<file path="src/shared/iopc_pkg.sv">
// Summary of operation
// - A logic change on any pin enabled for pin-change detection sets the pin-change flag, bit 5 of the flag register.
// - A set pin-change flag with the global enable and either group enable set requests the pin-change vector.
// - The pin-change flag clears when its handler is entered, and when software writes a one to bit 5 of the flag clear register.
// - The low bits 4:0 of the flag register are reserved and always read as zero.
// - Each bit of the low mask enables detection on its port A pin while group enable 1 is set; a cleared bit disables it.
// - High mask bits for pins 8 to 11 are qualified by group enable 0, those for pins 12 to 15 by group enable 1.
// - The input synchroniser holds the pin value while the clock is low and loads it into the pin input register at the next rising edge.
// - A pin value driven by software reaches the pin input register exactly one clock after the output write.
// - In the deep sleep modes a clamp forces each pin's digital input to ground ahead of the input stage.
// - The clamp is overridden on enabled external interrupt pins and by other alternate functions, but not on disabled external interrupt pins.
// - A disabled external interrupt pin sensing any edge or rising edges that is high during a clamping sleep gets its flag set on wake-up.
// - Software-enabled pull-ups are off while the device is held in reset.
// - With the pull-up disable bit (bit 6 of the control register) set, every pull-up is off whatever the pin setting.
// - Port A pin 1 has its input enable overridden when its mask and group enable are set, or when its analog input disable is set.
// - Vectors are ranked by position, a lower vector having a higher priority, and each source has its own vector.
package iopc_pkg;

   localparam int ADDR_W = 8;
   localparam int DATA_W = 32;
   localparam int NPINS  = 16;

   // Register indices; the byte address is four times the index.
   localparam logic [5:0] IDX_PORT_B_INPUT  = 6'h16;
   localparam logic [5:0] IDX_PORT_B_DIR    = 6'h17;
   localparam logic [5:0] IDX_PORT_B_OUTPUT = 6'h18;
   localparam logic [5:0] IDX_PORT_A_INPUT  = 6'h19;
   localparam logic [5:0] IDX_PORT_A_DIR    = 6'h1a;
   localparam logic [5:0] IDX_PORT_A_OUTPUT = 6'h1b;
   localparam logic [5:0] IDX_MASK_HIGH     = 6'h22;
   localparam logic [5:0] IDX_MASK_LOW      = 6'h23;
   localparam logic [5:0] IDX_CORE_CONTROL  = 6'h35;
   localparam logic [5:0] IDX_FLAG_STATUS   = 6'h3a;
   localparam logic [5:0] IDX_GROUP_ENABLE  = 6'h3b;
   localparam logic [5:0] IDX_IRQ_ENABLE    = 6'h3c;
   localparam logic [5:0] IDX_FLAG_CLEAR    = 6'h3d;
   localparam logic [5:0] IDX_EXT_CONTROL   = 6'h3e;
   localparam logic [5:0] IDX_CORE_STATUS   = 6'h3f;

   // Reset values.
   localparam logic [7:0] RST_ZERO      = 8'h00;
   localparam logic [7:0] RST_MASK_HIGH = 8'hff;
   localparam logic [7:0] RST_MASK_LOW  = 8'hc8;
   localparam logic [7:0] STATUS_MASK   = 8'h60;

   // Field positions.
   localparam int BIT_PC_FLAG  = 5;
   localparam int BIT_EXT_FLAG = 6;
   localparam int BIT_PUD      = 6;
   localparam int BIT_GE1      = 4;
   localparam int BIT_GE0      = 5;
   localparam int BIT_GIE      = 7;
   localparam int BIT_EXT_EN   = 0;
   localparam int BIT_SENSE_LO = 1;
   localparam int BIT_SENSE_HI = 2;
   localparam int BIT_AN1_DIS  = 3;
   localparam int PIN_PA1      = 1;
   localparam int EXT_PIN      = 2;

   // External interrupt sense modes.
   localparam logic [1:0] SENSE_OFF  = 2'h0;
   localparam logic [1:0] SENSE_ANY  = 2'h1;
   localparam logic [1:0] SENSE_FALL = 2'h2;
   localparam logic [1:0] SENSE_RISE = 2'h3;

   // Vector numbers, lower is more urgent.
   localparam logic [1:0] VEC_NONE = 2'h0;
   localparam logic [1:0] VEC_EXT  = 2'h1;
   localparam logic [1:0] VEC_PC   = 2'h2;

endpackage

</file>
<file path="src/hdl/iopc_sync.sv">
`timescale 1ns/1ps
`default_nettype none
module iopc_sync
#(
   parameter int WIDTH = 16
)
(
   input  wire logic             pclk,
   input  wire logic             presetn,
   input  wire logic [WIDTH-1:0] async_in,
   output logic      [WIDTH-1:0] sync_out
);

   logic [WIDTH-1:0] held;

   // Holding stage: captures the pin as the clock falls, like a latch
   // that closes when the clock goes low.
   always_ff @(negedge pclk or negedge presetn)
   begin
      if (!presetn)
         held <= '0;
      else
         held <= async_in;
   end

   // Pin input register: loads the held value at the next rising edge.
   always_ff @(posedge pclk or negedge presetn)
   begin
      if (!presetn)
         sync_out <= '0;
      else
         sync_out <= held;
   end

endmodule
`default_nettype wire

</file>
<file path="src/hdl/iopc_pcdet.sv">
`timescale 1ns/1ps
`default_nettype none
module iopc_pcdet
#(
   parameter int WIDTH = 16
)
(
   input  wire logic             pclk,
   input  wire logic             presetn,
   input  wire logic [WIDTH-1:0] pin_val,
   input  wire logic [WIDTH-1:0] enable,
   output logic      [WIDTH-1:0] changed,
   output logic                  change_req
);

   logic [WIDTH-1:0] prev;

   // Keeps each synchronised pin one clock earlier.
   always_ff @(posedge pclk or negedge presetn)
   begin
      if (!presetn)
         prev <= '0;
      else
         prev <= pin_val;
   end

   // Any enabled difference forms one request.
   assign changed    = pin_val ^ prev;
   assign change_req = |(changed & enable);

endmodule
`default_nettype wire

</file>
<file path="src/hdl/iopc_top.sv">
// Register access over APB is this design's own decision.
`timescale 1ns/1ps
`default_nettype none
module iopc_top
(
   input  wire logic                         pclk,
   input  wire logic                         presetn,
   input  wire logic                         psel,
   input  wire logic                         penable,
   input  wire logic                         pwrite,
   input  wire logic [iopc_pkg::ADDR_W-1:0]  paddr,
   input  wire logic [iopc_pkg::DATA_W-1:0]  pwdata,
   output logic      [iopc_pkg::DATA_W-1:0]  prdata,
   output logic                              pready,
   output logic                              pslverr,
   input  wire logic [iopc_pkg::NPINS-1:0]   pin_in,
   output logic      [iopc_pkg::NPINS-1:0]   pin_out,
   output logic      [iopc_pkg::NPINS-1:0]   pin_oe_n,
   output logic      [iopc_pkg::NPINS-1:0]   pullup_en,
   input  wire logic                         sleep_clamp,
   input  wire logic                         vector_ack,
   output logic                              vector_req,
   output logic      [1:0]                   vector_num,
   output logic                              irq
);
   import iopc_pkg::*;

   logic [7:0]       port_a_output;
   logic [7:0]       port_a_direction;
   logic [7:0]       port_b_output;
   logic [7:0]       port_b_direction;
   logic [7:0]       pin_change_mask_low;
   logic [7:0]       pin_change_mask_high;
   logic [7:0]       core_control;
   logic [7:0]       general_interrupt_mask;
   logic [7:0]       irq_enable;
   logic [7:0]       ext_control;
   logic [7:0]       core_status_register;
   logic [7:0]       flag_status;
   logic [7:0]       next_flag_status;
   logic [7:0]       flag_clear;
   logic [NPINS-1:0] next_out;
   logic [NPINS-1:0] next_dir;
   logic             next_pud;
   logic [NPINS-1:0] pc_en;
   logic [NPINS-1:0] override;
   logic [NPINS-1:0] pin_gated;
   logic [NPINS-1:0] pin_val;
   logic [NPINS-1:0] changed;
   logic             pc_req;
   logic             ext_req;
   logic             ext_pend;
   logic             pc_pend;
   logic             ge0;
   logic             ge1;
   logic             ext_en;
   logic             an1_dis;
   logic [1:0]       sense;
   logic             access;
   logic             wr_go;
   logic             mapped;
   logic [7:0]       rd_byte;

   // True when the bus address selects the register at this index.
   function automatic logic hit(input logic [ADDR_W-1:0] a,
                                input logic [5:0]        idx);
      return a == {idx, 2'b00};
   endfunction

   // Loose control fields.
   assign ge0     = general_interrupt_mask[BIT_GE0];
   assign ge1     = general_interrupt_mask[BIT_GE1];
   assign ext_en  = ext_control[BIT_EXT_EN];
   assign an1_dis = ext_control[BIT_AN1_DIS];
   assign sense   = ext_control[BIT_SENSE_HI:BIT_SENSE_LO];

   // Bus handshake terms; a write lands only at the completing edge.
   assign access = psel & penable & pready;
   assign wr_go  = access & pwrite;

   // Per-pin detection enables: port A by group 1, pins 8-11 by
   // group 0 and pins 12-15 by group 1.
   assign pc_en = {pin_change_mask_high[7:4] & {4{ge1}},
                   pin_change_mask_high[3:0] & {4{ge0}},
                   pin_change_mask_low & {8{ge1}}};

   // Input enable: the sleep clamp grounds the input unless an
   // alternate function overrides it.
   always_comb
   begin
      override = pc_en;
      override[PIN_PA1] = pc_en[PIN_PA1] | an1_dis;
      override[EXT_PIN] = pc_en[EXT_PIN] | ext_en;
      for (int i = 0; i < NPINS; i++)
      begin
         if (override[i])
            pin_gated[i] = pin_in[i] & ~(i == PIN_PA1 && an1_dis);
         else
            pin_gated[i] = pin_in[i] & ~sleep_clamp;
      end
   end

   iopc_sync #(.WIDTH(NPINS)) u_sync
   (
      .pclk     (pclk),
      .presetn  (presetn),
      .async_in (pin_gated),
      .sync_out (pin_val)
   );

   iopc_pcdet #(.WIDTH(NPINS)) u_pcdet
   (
      .pclk       (pclk),
      .presetn    (presetn),
      .pin_val    (pin_val),
      .enable     (pc_en),
      .changed    (changed),
      .change_req (pc_req)
   );

   // External pin edges set their flag even while the request is
   // disabled, so a clamp release is seen as a change.
   always_comb
   begin
      case (sense)
         SENSE_ANY:  ext_req = changed[EXT_PIN];
         SENSE_FALL: ext_req = changed[EXT_PIN] & ~pin_val[EXT_PIN];
         SENSE_RISE: ext_req = changed[EXT_PIN] & pin_val[EXT_PIN];
         default:    ext_req = 1'b0;
      endcase
   end

   // Next port values, including the toggle on a write to the input
   // address.
   always_comb
   begin
      next_out = {port_b_output, port_a_output};
      next_dir = {port_b_direction, port_a_direction};
      next_pud = core_control[BIT_PUD];
      if (wr_go && hit(paddr, IDX_PORT_A_OUTPUT))
         next_out[7:0] = pwdata[7:0];
      else if (wr_go && hit(paddr, IDX_PORT_A_INPUT))
         next_out[7:0] = port_a_output ^ pwdata[7:0];
      if (wr_go && hit(paddr, IDX_PORT_B_OUTPUT))
         next_out[15:8] = pwdata[7:0];
      else if (wr_go && hit(paddr, IDX_PORT_B_INPUT))
         next_out[15:8] = port_b_output ^ pwdata[7:0];
      if (wr_go && hit(paddr, IDX_PORT_A_DIR))
         next_dir[7:0] = pwdata[7:0];
      if (wr_go && hit(paddr, IDX_PORT_B_DIR))
         next_dir[15:8] = pwdata[7:0];
      if (wr_go && hit(paddr, IDX_CORE_CONTROL))
         next_pud = pwdata[BIT_PUD];
   end

   // Port registers; the pins are driven straight from them.
   always_ff @(posedge pclk or negedge presetn)
   begin
      if (!presetn)
      begin
         port_a_output    <= RST_ZERO;
         port_b_output    <= RST_ZERO;
         port_a_direction <= RST_ZERO;
         port_b_direction <= RST_ZERO;
         core_control     <= RST_ZERO;
         pin_out          <= '0;
         pin_oe_n         <= '1;
         pullup_en        <= '0;
      end
      else
      begin
         port_a_output    <= next_out[7:0];
         port_b_output    <= next_out[15:8];
         port_a_direction <= next_dir[7:0];
         port_b_direction <= next_dir[15:8];
         core_control     <= {1'b0, next_pud, 6'h00};
         pin_out          <= next_out;
         pin_oe_n         <= ~next_dir;
         pullup_en        <= ~next_dir & next_out & {NPINS{~next_pud}};
      end
   end

   // Mask and enable registers.
   always_ff @(posedge pclk or negedge presetn)
   begin
      if (!presetn)
      begin
         pin_change_mask_low    <= RST_MASK_LOW;
         pin_change_mask_high   <= RST_MASK_HIGH;
         general_interrupt_mask <= RST_ZERO;
         irq_enable             <= RST_ZERO;
         ext_control            <= RST_ZERO;
         core_status_register   <= RST_ZERO;
      end
      else if (wr_go)
      begin
         if (hit(paddr, IDX_MASK_LOW))
            pin_change_mask_low <= pwdata[7:0];
         else if (hit(paddr, IDX_MASK_HIGH))
            pin_change_mask_high <= pwdata[7:0];
         else if (hit(paddr, IDX_GROUP_ENABLE))
            general_interrupt_mask <= pwdata[7:0] & {2'b00, 2'b11, 4'h0};
         else if (hit(paddr, IDX_IRQ_ENABLE))
            irq_enable <= pwdata[7:0] & STATUS_MASK;
         else if (hit(paddr, IDX_EXT_CONTROL))
            ext_control <= {4'h0, pwdata[3:0]};
         else if (hit(paddr, IDX_CORE_STATUS))
            core_status_register <= {pwdata[BIT_GIE], 7'h00};
      end
   end

   // Clearing sources: a one written to the clear register, or entry
   // to the handler of the vector on offer.
   always_comb
   begin
      flag_clear = 8'h00;
      if (wr_go && hit(paddr, IDX_FLAG_CLEAR))
         flag_clear = pwdata[7:0];
      if (vector_ack && vector_req && vector_num == VEC_PC)
         flag_clear[BIT_PC_FLAG] = 1'b1;
      if (vector_ack && vector_req && vector_num == VEC_EXT)
         flag_clear[BIT_EXT_FLAG] = 1'b1;
      next_flag_status = flag_status & ~flag_clear;
      next_flag_status[BIT_PC_FLAG] = next_flag_status[BIT_PC_FLAG]
                                      | pc_req;
      next_flag_status[BIT_EXT_FLAG] = next_flag_status[BIT_EXT_FLAG]
                                       | ext_req;
      next_flag_status = next_flag_status & STATUS_MASK;
   end

   // Pending vectors, gated by the global and source enables.
   assign pc_pend  = flag_status[BIT_PC_FLAG] & core_status_register[BIT_GIE]
                     & (ge0 | ge1);
   assign ext_pend = flag_status[BIT_EXT_FLAG]
                     & core_status_register[BIT_GIE] & ext_en;

   // Sticky flags, vector request and interrupt line.
   always_ff @(posedge pclk or negedge presetn)
   begin
      if (!presetn)
      begin
         flag_status <= RST_ZERO;
         vector_req  <= 1'b0;
         vector_num  <= VEC_NONE;
         irq         <= 1'b0;
      end
      else
      begin
         flag_status <= next_flag_status;
         vector_req  <= ext_pend | pc_pend;
         if (ext_pend)
            vector_num <= VEC_EXT;
         else if (pc_pend)
            vector_num <= VEC_PC;
         else
            vector_num <= VEC_NONE;
         irq <= |(next_flag_status & irq_enable);
      end
   end

   // Read data for the addressed register.
   always_comb
   begin
      mapped  = 1'b1;
      rd_byte = 8'h00;
      if (hit(paddr, IDX_PORT_A_INPUT))
         rd_byte = pin_val[7:0];
      else if (hit(paddr, IDX_PORT_B_INPUT))
         rd_byte = pin_val[15:8];
      else if (hit(paddr, IDX_PORT_A_OUTPUT))
         rd_byte = port_a_output;
      else if (hit(paddr, IDX_PORT_B_OUTPUT))
         rd_byte = port_b_output;
      else if (hit(paddr, IDX_PORT_A_DIR))
         rd_byte = port_a_direction;
      else if (hit(paddr, IDX_PORT_B_DIR))
         rd_byte = port_b_direction;
      else if (hit(paddr, IDX_MASK_LOW))
         rd_byte = pin_change_mask_low;
      else if (hit(paddr, IDX_MASK_HIGH))
         rd_byte = pin_change_mask_high;
      else if (hit(paddr, IDX_CORE_CONTROL))
         rd_byte = core_control;
      else if (hit(paddr, IDX_FLAG_STATUS))
         rd_byte = flag_status;
      else if (hit(paddr, IDX_GROUP_ENABLE))
         rd_byte = general_interrupt_mask;
      else if (hit(paddr, IDX_IRQ_ENABLE))
         rd_byte = irq_enable;
      else if (hit(paddr, IDX_EXT_CONTROL))
         rd_byte = ext_control;
      else if (hit(paddr, IDX_CORE_STATUS))
         rd_byte = core_status_register;
      else if (!hit(paddr, IDX_FLAG_CLEAR))
         mapped = 1'b0;
   end

   // Bus answer: one access cycle, data registered from the setup.
   always_ff @(posedge pclk or negedge presetn)
   begin
      if (!presetn)
      begin
         pready  <= 1'b0;
         pslverr <= 1'b0;
         prdata  <= '0;
      end
      else
      begin
         pready  <= psel & ~penable;
         pslverr <= psel & ~penable & ~mapped;
         if (psel && !penable && !pwrite)
            prdata <= {24'h000000, rd_byte};
         else
            prdata <= '0;
      end
   end
endmodule
`default_nettype wire

</file>
<file path="config.mk">
export PLATFORM = sky130hd
export DESIGN_NAME = iopc_top
export DESIGN_NICKNAME = d
export VERILOG_FILES = /design/src/shared/iopc_pkg.sv /design/src/hdl/iopc_sync.sv /design/src/hdl/iopc_pcdet.sv /design/src/hdl/iopc_top.sv
export SDC_FILE = /design/constraint.sdc
export NUM_CORES = 1
export LEC_CHECK = 0
export BUFFER_PORTS_ARGS = -buffer_cell sky130_fd_sc_hd__buf_2
export CORE_MARGIN = 2
export CORE_UTILIZATION = 45
export DETAILED_ROUTE_END_ITERATION = 7
export GPL_ROUTABILITY_DRIVEN = 0
export HOLD_SLACK_MARGIN = 0.08
export PLACE_DENSITY = 0.68
export SLEW_MARGIN = 30
export SYNTH_ARGS = -nofsm -noshare
export SYNTH_HDL_FRONTEND = slang
export SYNTH_HIERARCHICAL = 1
export SYNTH_SLANG_ARGS = --single-unit
export TNS_END_PERCENT = 10
</file>
<file path="constraint.sdc">
create_clock -name pclk -period 2.5 [get_ports pclk]
set_input_delay 0.25 -clock pclk [delete_from_list [all_inputs] [get_ports pclk]]
set_output_delay 0.25 -clock pclk [all_outputs]
set_load 0.02 [all_outputs]
</file>
# Yosys cells after proc, flatten, opt, wreduce, memory -nomap -nowiden
# Index checks and enable logic that the tools add are counted.
[word_totals]
register_bits = 194
elab_cells = 184
[classes]
eq_ne = 20
n_mux = 59
n_bitwise = 58
n_reduce_logical = 23
[ops]
columns = ["cell", "count"]
rows = [
  ["8-bit two-way mux", 21],
  ["8-bit == test (second input constant)", 9],
  ["16-bit bitwise AND", 3],
  ["8-bit by 7-bit == test with 1-bit output (second input constant)", 6],
  ["1-bit two-way mux", 34],
  ["1-bit bitwise AND", 28],
  ["16-bit inverter", 1],
  ["16-bit OR reduction", 1],
  ["16-bit XOR", 1],
  ["8-bit XOR", 2],
  ["7-bit bitwise AND", 2],
  ["1-bit logical AND", 13],
  ["1-bit inverter", 11],
  ["4-bit bitwise AND", 2],
  ["8-bit bitwise AND", 1],
  ["8-bit OR reduction", 1],
  ["7-bit two-way mux", 1],
  ["7-bit inverter", 1],
  ["7-bit AND reduction", 1],
  ["2-bit == test (second input constant)", 3],
  ["1-bit bitwise OR", 6],
  ["6-bit AND reduction", 1],
  ["5-bit AND reduction", 1],
  ["2-bit by 1-bit == test with 1-bit output (second input constant)", 2],
  ["6 further kinds", 8],
]

# Longest topological paths before layout
# Gate-level depths: netlist (run 1).
[logic_depth]
word_depth = 18
depth_mapped = 8

# By module
# Netlist (run 1), hierarchy kept.
[by_module_without_submodules]
columns = ["mod", "instances", "cells_per_inst", "area_each_um2"]
rows = [
  ["iopc_top", 1, 547, 5621.6],
  ["iopc_sync", 1, 32, 800.8],
  ["iopc_pcdet", 1, 41, 641.9],
]

==> run_results.csv, run 1 <==
group,metric,value,unit
route,dr.pass1.iters,5,
logic_synthesis,syn_area_per_cell,11.4,um^2
sta,hold_viol_final,0,
place,numPortBuffers,100,
clock_network,insertion_delay,430,ps
sta,setup_viol,0,
worst_setup_path,crit_buf_inv,0,
finish,multi_input_area,2830,um^2
worst_setup_path,reg2reg_slack,120,ps
logic_synthesis,synth.most_common_cell,"dfrtp_1",
floorplanning,ioPinCount,149,
sta,clock_skew,32.7,ps
floorplanning,fp-row-count,45,
power,power.density,646,nW/um^2
grt,grt_max_degree,91,
logic_synthesis,ys.flop_type,"dfrtp_1",
clock_network,cts-root-buf,"clkbuf_16",
route,routedWlPerCell,20.4,um
worst_setup_path,r2r_end,"u_sync/held[2]",
finish,syn_to_final_growth,18.7,%
grt,grt_pass1_vias,5274,
logic_synthesis,synthArstFlopShare,100,%
route,routed_wl,19.4,mm
sta,slew_violations,0,
route,dr_total_vias,5482,
sta,slew_headroom,62.5,%
logic_synthesis,synth_area_leaders,"dfrtp_1 (39%), dfstp_2 (10%), dfrtn_1 (5.7%), mux2_2 (5.3%), buf_4 (2.6%)",
worst_setup_path,critPathMaxStageDelay,520,ps
floorplanning,die_area,16700,um^2
finish,fill_cells,1316,
worst_setup_path,path_class,"reg2reg",
finish,antenna_cells,0,
clock_network,htree_levels,4,
logic_synthesis,ys_seq_area_share,55.0,%
power,peakVddDrop,0.456,mV
route,drt_iter0_drc,712,
grt,antenna_found_initial,0,
worst_setup_path,end_kind,"register",
floorplanning,die_h,129,um
worst_setup_path,path_cells,"and2_1 -> o31a_1",
clock_network,clk_pin_slew,60,ps
worst_hold_path,min-delay-start,"psel",
worst_setup_path,cp.arrival,1380,ps
finish,register_area,3890,um^2
worst_setup_path,rr_worst_depth,2,
grt,grt.total_usage,24.0,%
logic_synthesis,yosys_warnings,6,
clock_network,cts_tree,"yes",
logic_synthesis,synth_top_area_share,39.3,%
worst_setup_path,cp_top_family,"flip-flops",
logic_synthesis,syn_inst,620,
worst_hold_path,holdPathEnd,"pready",
worst_setup_path,slowest_stage,"dfrtp_2",
logic_synthesis,synth.distinct_cells,69,
logic_synthesis,synth_seq_cells,154,
worst_setup_path,worstPathRequired,1500,ps
clock_network,cts_sinks,154,
floorplanning,core,15300,um^2
floorplanning,die_w,129,um
sta,worstMarginPinSlew,563,ps
worst_setup_path,reg2reg_from,"general_interrupt_mask[4]",
power,p_leak,0.00394,uW
worst_setup_path,cp_max_fo,15,
route,antenna_left,0,
sta,rsz0062_at_grt,"no",
finish,drive_gt1_share,32.6,%
worst_hold_path,whs_path_depth,2,
run,max_cap_viol_count,0,
logic_synthesis,synth_edf_count,0,
floorplanning,initial_utilization,46.3,%
logic_synthesis,synth_commonest_cells,"dfrtp_1 (111), nand2_1 (37), mux2_2 (33)",
worst_hold_path,hp-class,"in2reg",
clock_network,clockBufferDepth,2,
route,post_drt_via_cell_ratio,5.75,
worst_setup_path,cp-start-kind,"register",
sta,fin_tns_setup,0,ps
grt,grt_pass1_wl,30.0,mm
route,drc,0,
finish,nNetsFinal,792,
grt,gr-total-overflow,0,
clock_network,numCtsBuffers,17,
logic_synthesis,syn_area,7060,um^2
run_status,status,"finished, final reports clean",
finish,fin_util,55.0,%
logic_synthesis,synth_top_area_cell,"dfrtp_1",
place,hpwl,14.0,mm
-- report_power, final --
| part | total, uW | switching (uW) | internal (uW) |
|---|---|---|---|
| clock | 2490 | 1080 | 1410 |
| sequential | 2580 | 34.3 | 2540 |
| combinational | 345 | 245 | 100 |
| total | 5420 | 1360 | 4060 |
-- worst reg2reg max path, cell delays in order (launching register included) --
cell     delay (ps)
dfrtp_2         520
and2_1          210
o31a_1          230
-- kinds of logic after synthesis --
group | Yosys count | share of synthesized area [%]
AOI/OAI and AO/OA | 146 | 15.1
xor gates and xnor gates | 17 | 2.11
buffers and inverters | 87 | 6.23
DFF | 154 | 55.0
muxes | 50 | 7.67
other | 1 | 0.0531
and+or+nand+nor | 165 | 13.8
-- stage by stage --
stage,total power [uW],instances,area (um^2),hold WS (ps),setup WS [ps]
final,5420,953,8390,200,117
after global routing,5590,953,8390,181,84.1
after CTS,5460,953,8390,161,18.7
after global placement,2950,919,7790,240,83.2
after floorplan,2830,643,7150,-45.6,230
after detailed placement,2960,919,7790,249,64.0
-- layout make-up --
cell class | count | area share, %
sequential | 154 | 46.4
clock buffer | 18 | 5.24
clock inverter | 14 | 1.66
inverter | 27 | 1.21
tap | 211 | 3.15
multi-input combinational | 402 | 33.7
timing repair buffer | 127 | 8.67
-- what timing repair did --
item | 4_1_cts | 5_1_grt
hold buffers | 2 | 0
setup endpoints to repair | 0 | 2
hold endpoints to repair | 39 | 0
buffers inserted | 0 | 0
resized for setup | 0 | 1
-- how the worst max path moves through the flow --
stage / from / endpoint / slack, ps / depth (start not counted)
global route: general_interrupt_mask[4] / u_sync/held[2] / 80 / 2
detailed placement: general_interrupt_mask[4] / u_sync/held[2] / 60 / 2
global placement: general_interrupt_mask[4] / u_sync/held[2] / 80 / 2
CTS: general_interrupt_mask[4] / u_sync/held[2] / 20 / 2
floorplan: general_interrupt_mask[4] / u_sync/held[6] / 230 / 3
finish: general_interrupt_mask[4] / u_sync/held[2] / 120 / 2
-- routing by layer --
metal	wire [um]	track usage (%)	vias to the layer above
li1	-	-	2434
met1	8700	35.0	2736
met2	8780	35.8	266
met3	1430	4.95	46
met4	519	8.57	0
met5	0	0	-
-- flip-flops by register name (all words and copies together), names as in the netlist, 4 cells and up --
name,cells
port_a_output,7
port_b_direction,8
pin_oe_n,16
ext_control,4
pin_change_mask_high,8
prdata,8
pullup_en,16
port_a_direction,8
pin_change_mask_low,8
u_pcdet/prev,16
u_sync/sync_out,16
port_b_output,7
u_sync/held,16
-- cells in the final DEF, fill, tap and decap left out, types with 3 or more instances in the layout --
cell type / n
buf_2: 99
nand3_1: 14
dfrtp_1: 110
xor2_1: 16
a21oi_1: 29
clkbuf_16: 17
nor4_1: 9
nor3_1: 8
dfrtn_1: 16
nor2b_1: 5
inv_1: 26
a31oi_1: 7
buf_4: 24
a21o_1: 4
a222oi_1: 3
nor2_1: 19
o21ai_0: 26
mux2i_1: 17
nand2b_1: 4
o211ai_1: 5
conb_1: 24
clkinv_4: 4
nand4bb_1: 3
o21a_1: 16
a221oi_2: 4
mux2_2: 33
a22o_1: 7
o22ai_1: 11
inv_6: 5
and2_1: 18
nand4_1: 14
and3_1: 10
clkinvlp_4: 4
a211oi_1: 3
a2111oi_2: 8
a22oi_1: 5
dfstp_2: 27
nand2_1: 37
No activity file was read; power rests on OpenSTA's default activity.
==> run 2: changes to the inputs <==
--- a/config.mk
+++ b/config.mk
@@ -7,11 +7,10 @@
 export LEC_CHECK = 0
 export BUFFER_PORTS_ARGS = -buffer_cell sky130_fd_sc_hd__buf_2
 export CORE_MARGIN = 2
-export CORE_UTILIZATION = 45
+export CORE_UTILIZATION = 30
 export DETAILED_ROUTE_END_ITERATION = 7
 export GPL_ROUTABILITY_DRIVEN = 0
 export HOLD_SLACK_MARGIN = 0.08
-export PLACE_DENSITY = 0.68
 export SLEW_MARGIN = 30
 export SYNTH_ARGS = -nofsm -noshare
 export SYNTH_HDL_FRONTEND = slang
==> run 2 against run 1 <==
Compared with the run above:
- flip-flop and latch count is the same
- core utilization shrank 18 points
- non-clock buffer count grew 9
- critical path depth is the same
- total power grew 1.7%
- global-route usage shrank 6.8 points
- critical endpoint unchanged
- largest cell class unchanged
- largest power group unchanged
- highest routed layer is now met5
==> run_results.csv, run 2 (synthesis results as in run 1) <==
group,metric,value,unit
clock_network,insertion_delay,430,ps
power,power_frac_comb,6.3,%
route,post_drt_via_cell_ratio,5.01,
sta,slew_headroom,49.3,%
grt,antenna_found_initial,3,
floorplanning,die_h,157,um
worst_hold_path,hp-class,"in2reg",
grt,grt_max_degree,48,
finish,drive_gt1_share,33.4,%
clock_network,cts-root-buf,"clkbuf_16",
floorplanning,initial_utilization,30.4,%
route,drc,0,
worst_setup_path,end_kind,"register",
worst_setup_path,rr_worst_depth,2,
route,met2_length,9.19,mm
sta,clock_skew,32.7,ps
floorplanning,die_w,157,um
sta,hold_viol_final,0,
finish,layout_commonest_cell,"dfrtp_1",
route,dr_total_vias,5361,
route,drt_iter0_drc,393,
power,sequentialPowerShare,46.8,%
floorplanning,ioPinCount,149,
route,routedWlPerCell,19.2,um
clock_network,htree_levels,4,
route,met1Wirelength,9.54,mm
power,intPower,4180,uW
power,power.density,640,nW/um^2
clock_network,clk_pin_slew,60,ps
power,clock_power_share,46.8,%
sta,rsz0062_at_grt,"no",
power,p_switching,1330,uW
worst_hold_path,whs_path_depth,2,
sta,setup_viol,0,
clock_network,numCtsBuffers,17,
route,routed.top_layer,"met5",
floorplanning,die_area,24800,um^2
worst_setup_path,cp-start-kind,"register",
worst_setup_path,r2r_end,"u_sync/held[2]",
power,peakVddDrop,0.267,mV
run_status,status,"finished, final reports clean",
sta,fin_tns_setup,0,ps
worst_setup_path,cp.arrival,1390,ps
worst_setup_path,reg2reg_from,"general_interrupt_mask[4]",
worst_setup_path,path_class,"reg2reg",
sta,worstMarginPinSlew,742,ps
finish,syn_to_final_growth,21.8,%
power,finalPower,5510,uW
route,routed_wl,20.5,mm
run,max_cap_viol_count,0,
floorplanning,core,23300,um^2
grt,gr-total-overflow,0,
clock_network,clockBufferDepth,2,
power,p_leak,0.00399,uW
route,dr.pass1.iters,5,
place,hpwl,15.2,mm
worst_hold_path,min-delay-start,"psel",
clock_network,cts_sinks,154,
finish,final_cell_mix,"dfrtp_1 (110), buf_2 (99), nand2_1 (37), buf_4 (34), mux2_2 (33)",
worst_setup_path,reg2reg_slack,110,ps
finish,nNetsFinal,801,
clock_network,cts_tree,"yes",
sta,slew_violations,0,
route,antenna_left,0,
worst_setup_path,cp_max_fo,15,
grt,grt_pass1_vias,5290,
power,power.share.switching,24.1,%
place,numPortBuffers,100,
grt,grt.total_usage,17.2,%
worst_setup_path,worstPathRequired,1500,ps
floorplanning,fp-row-count,56,
sta,hold_ws,179,ps
route,wl_met3,1.47,mm
worst_hold_path,holdPathEnd,"pready",
grt,grt_pass1_wl,31.7,mm
## run 2: cell types whose count changed in the layout (fill, tap and decap cells not counted), moves of 2 or more
cell,delta
clkinv_2,+2
buf_4,+10
clkinvlp_4,-2
clkinv_4,-2
## run 2: worst max-delay path by stage
stage                     end  depth (start not counted)                 startpoint  slack [ps]
2_1_floorplan  u_sync/held[6]                          3  general_interrupt_mask[4]         230
3_3_place_gp   u_sync/held[2]                          2  general_interrupt_mask[4]          50
3_5_place_dp   u_sync/held[2]                          2  general_interrupt_mask[4]          40
4_1_cts        u_sync/held[2]                          2  general_interrupt_mask[4]         100
5_1_grt        u_sync/held[2]                          2  general_interrupt_mask[4]          70
6_report       u_sync/held[2]                          2  general_interrupt_mask[4]         110
## run 2: worst max-delay path, stage by stage (launching register included)
cell,delay [ps]
dfrtp_2,520
and2_1,210
o31a_1,230
## run 2: final cells by class
cell class	instances	area, um^2
clock buffers	20	457
multi-input cells	402	2840
inverters	27	101
repair buffers	136	782
diodes	1	2.50
clock inverters	12	138
flip-flops and latches	154	3890
fillers	2362	14700
well taps	319	399
## run 2: power groups by stage
stage	sequential, uW	clock (uW)	combinational, uW
floorplan	2620	0	212
global placement	2620	0	345
detailed placement	2620	0	345
CTS	2580	2640	350
global route	2580	2760	386
finish	2580	2580	349
## run 2: timing repair
action                     in CTS  in global routing
hold buffers                    2                  0
resized for setup               1                  0
cloned                          0                  0
hold endpoints to repair       21                  0
buffers inserted                0                  2
setup endpoints to repair       1                  3
## run 2: metal layers
metal	GRT usage, %	up-vias
met5	0	-
met4	5.54	4
met3	4.43	28
met2	25.7	216
met1	24.5	2657
li1	-	2456
## run 2: through the flow
step | area [um^2] | instances | setup slack (ps) | util (%)
after global placement | 7970 | 1034 | 50.2 | 34.3
after floorplan | 7150 | 643 | 230 | -
after detailed placement | 7970 | 1034 | 41.0 | 34.3
after global routing | 8600 | 1071 | 69.3 | 37.0
after CTS | 8590 | 1068 | 105 | 36.9
final | 8600 | 1071 | 112 | 37.0
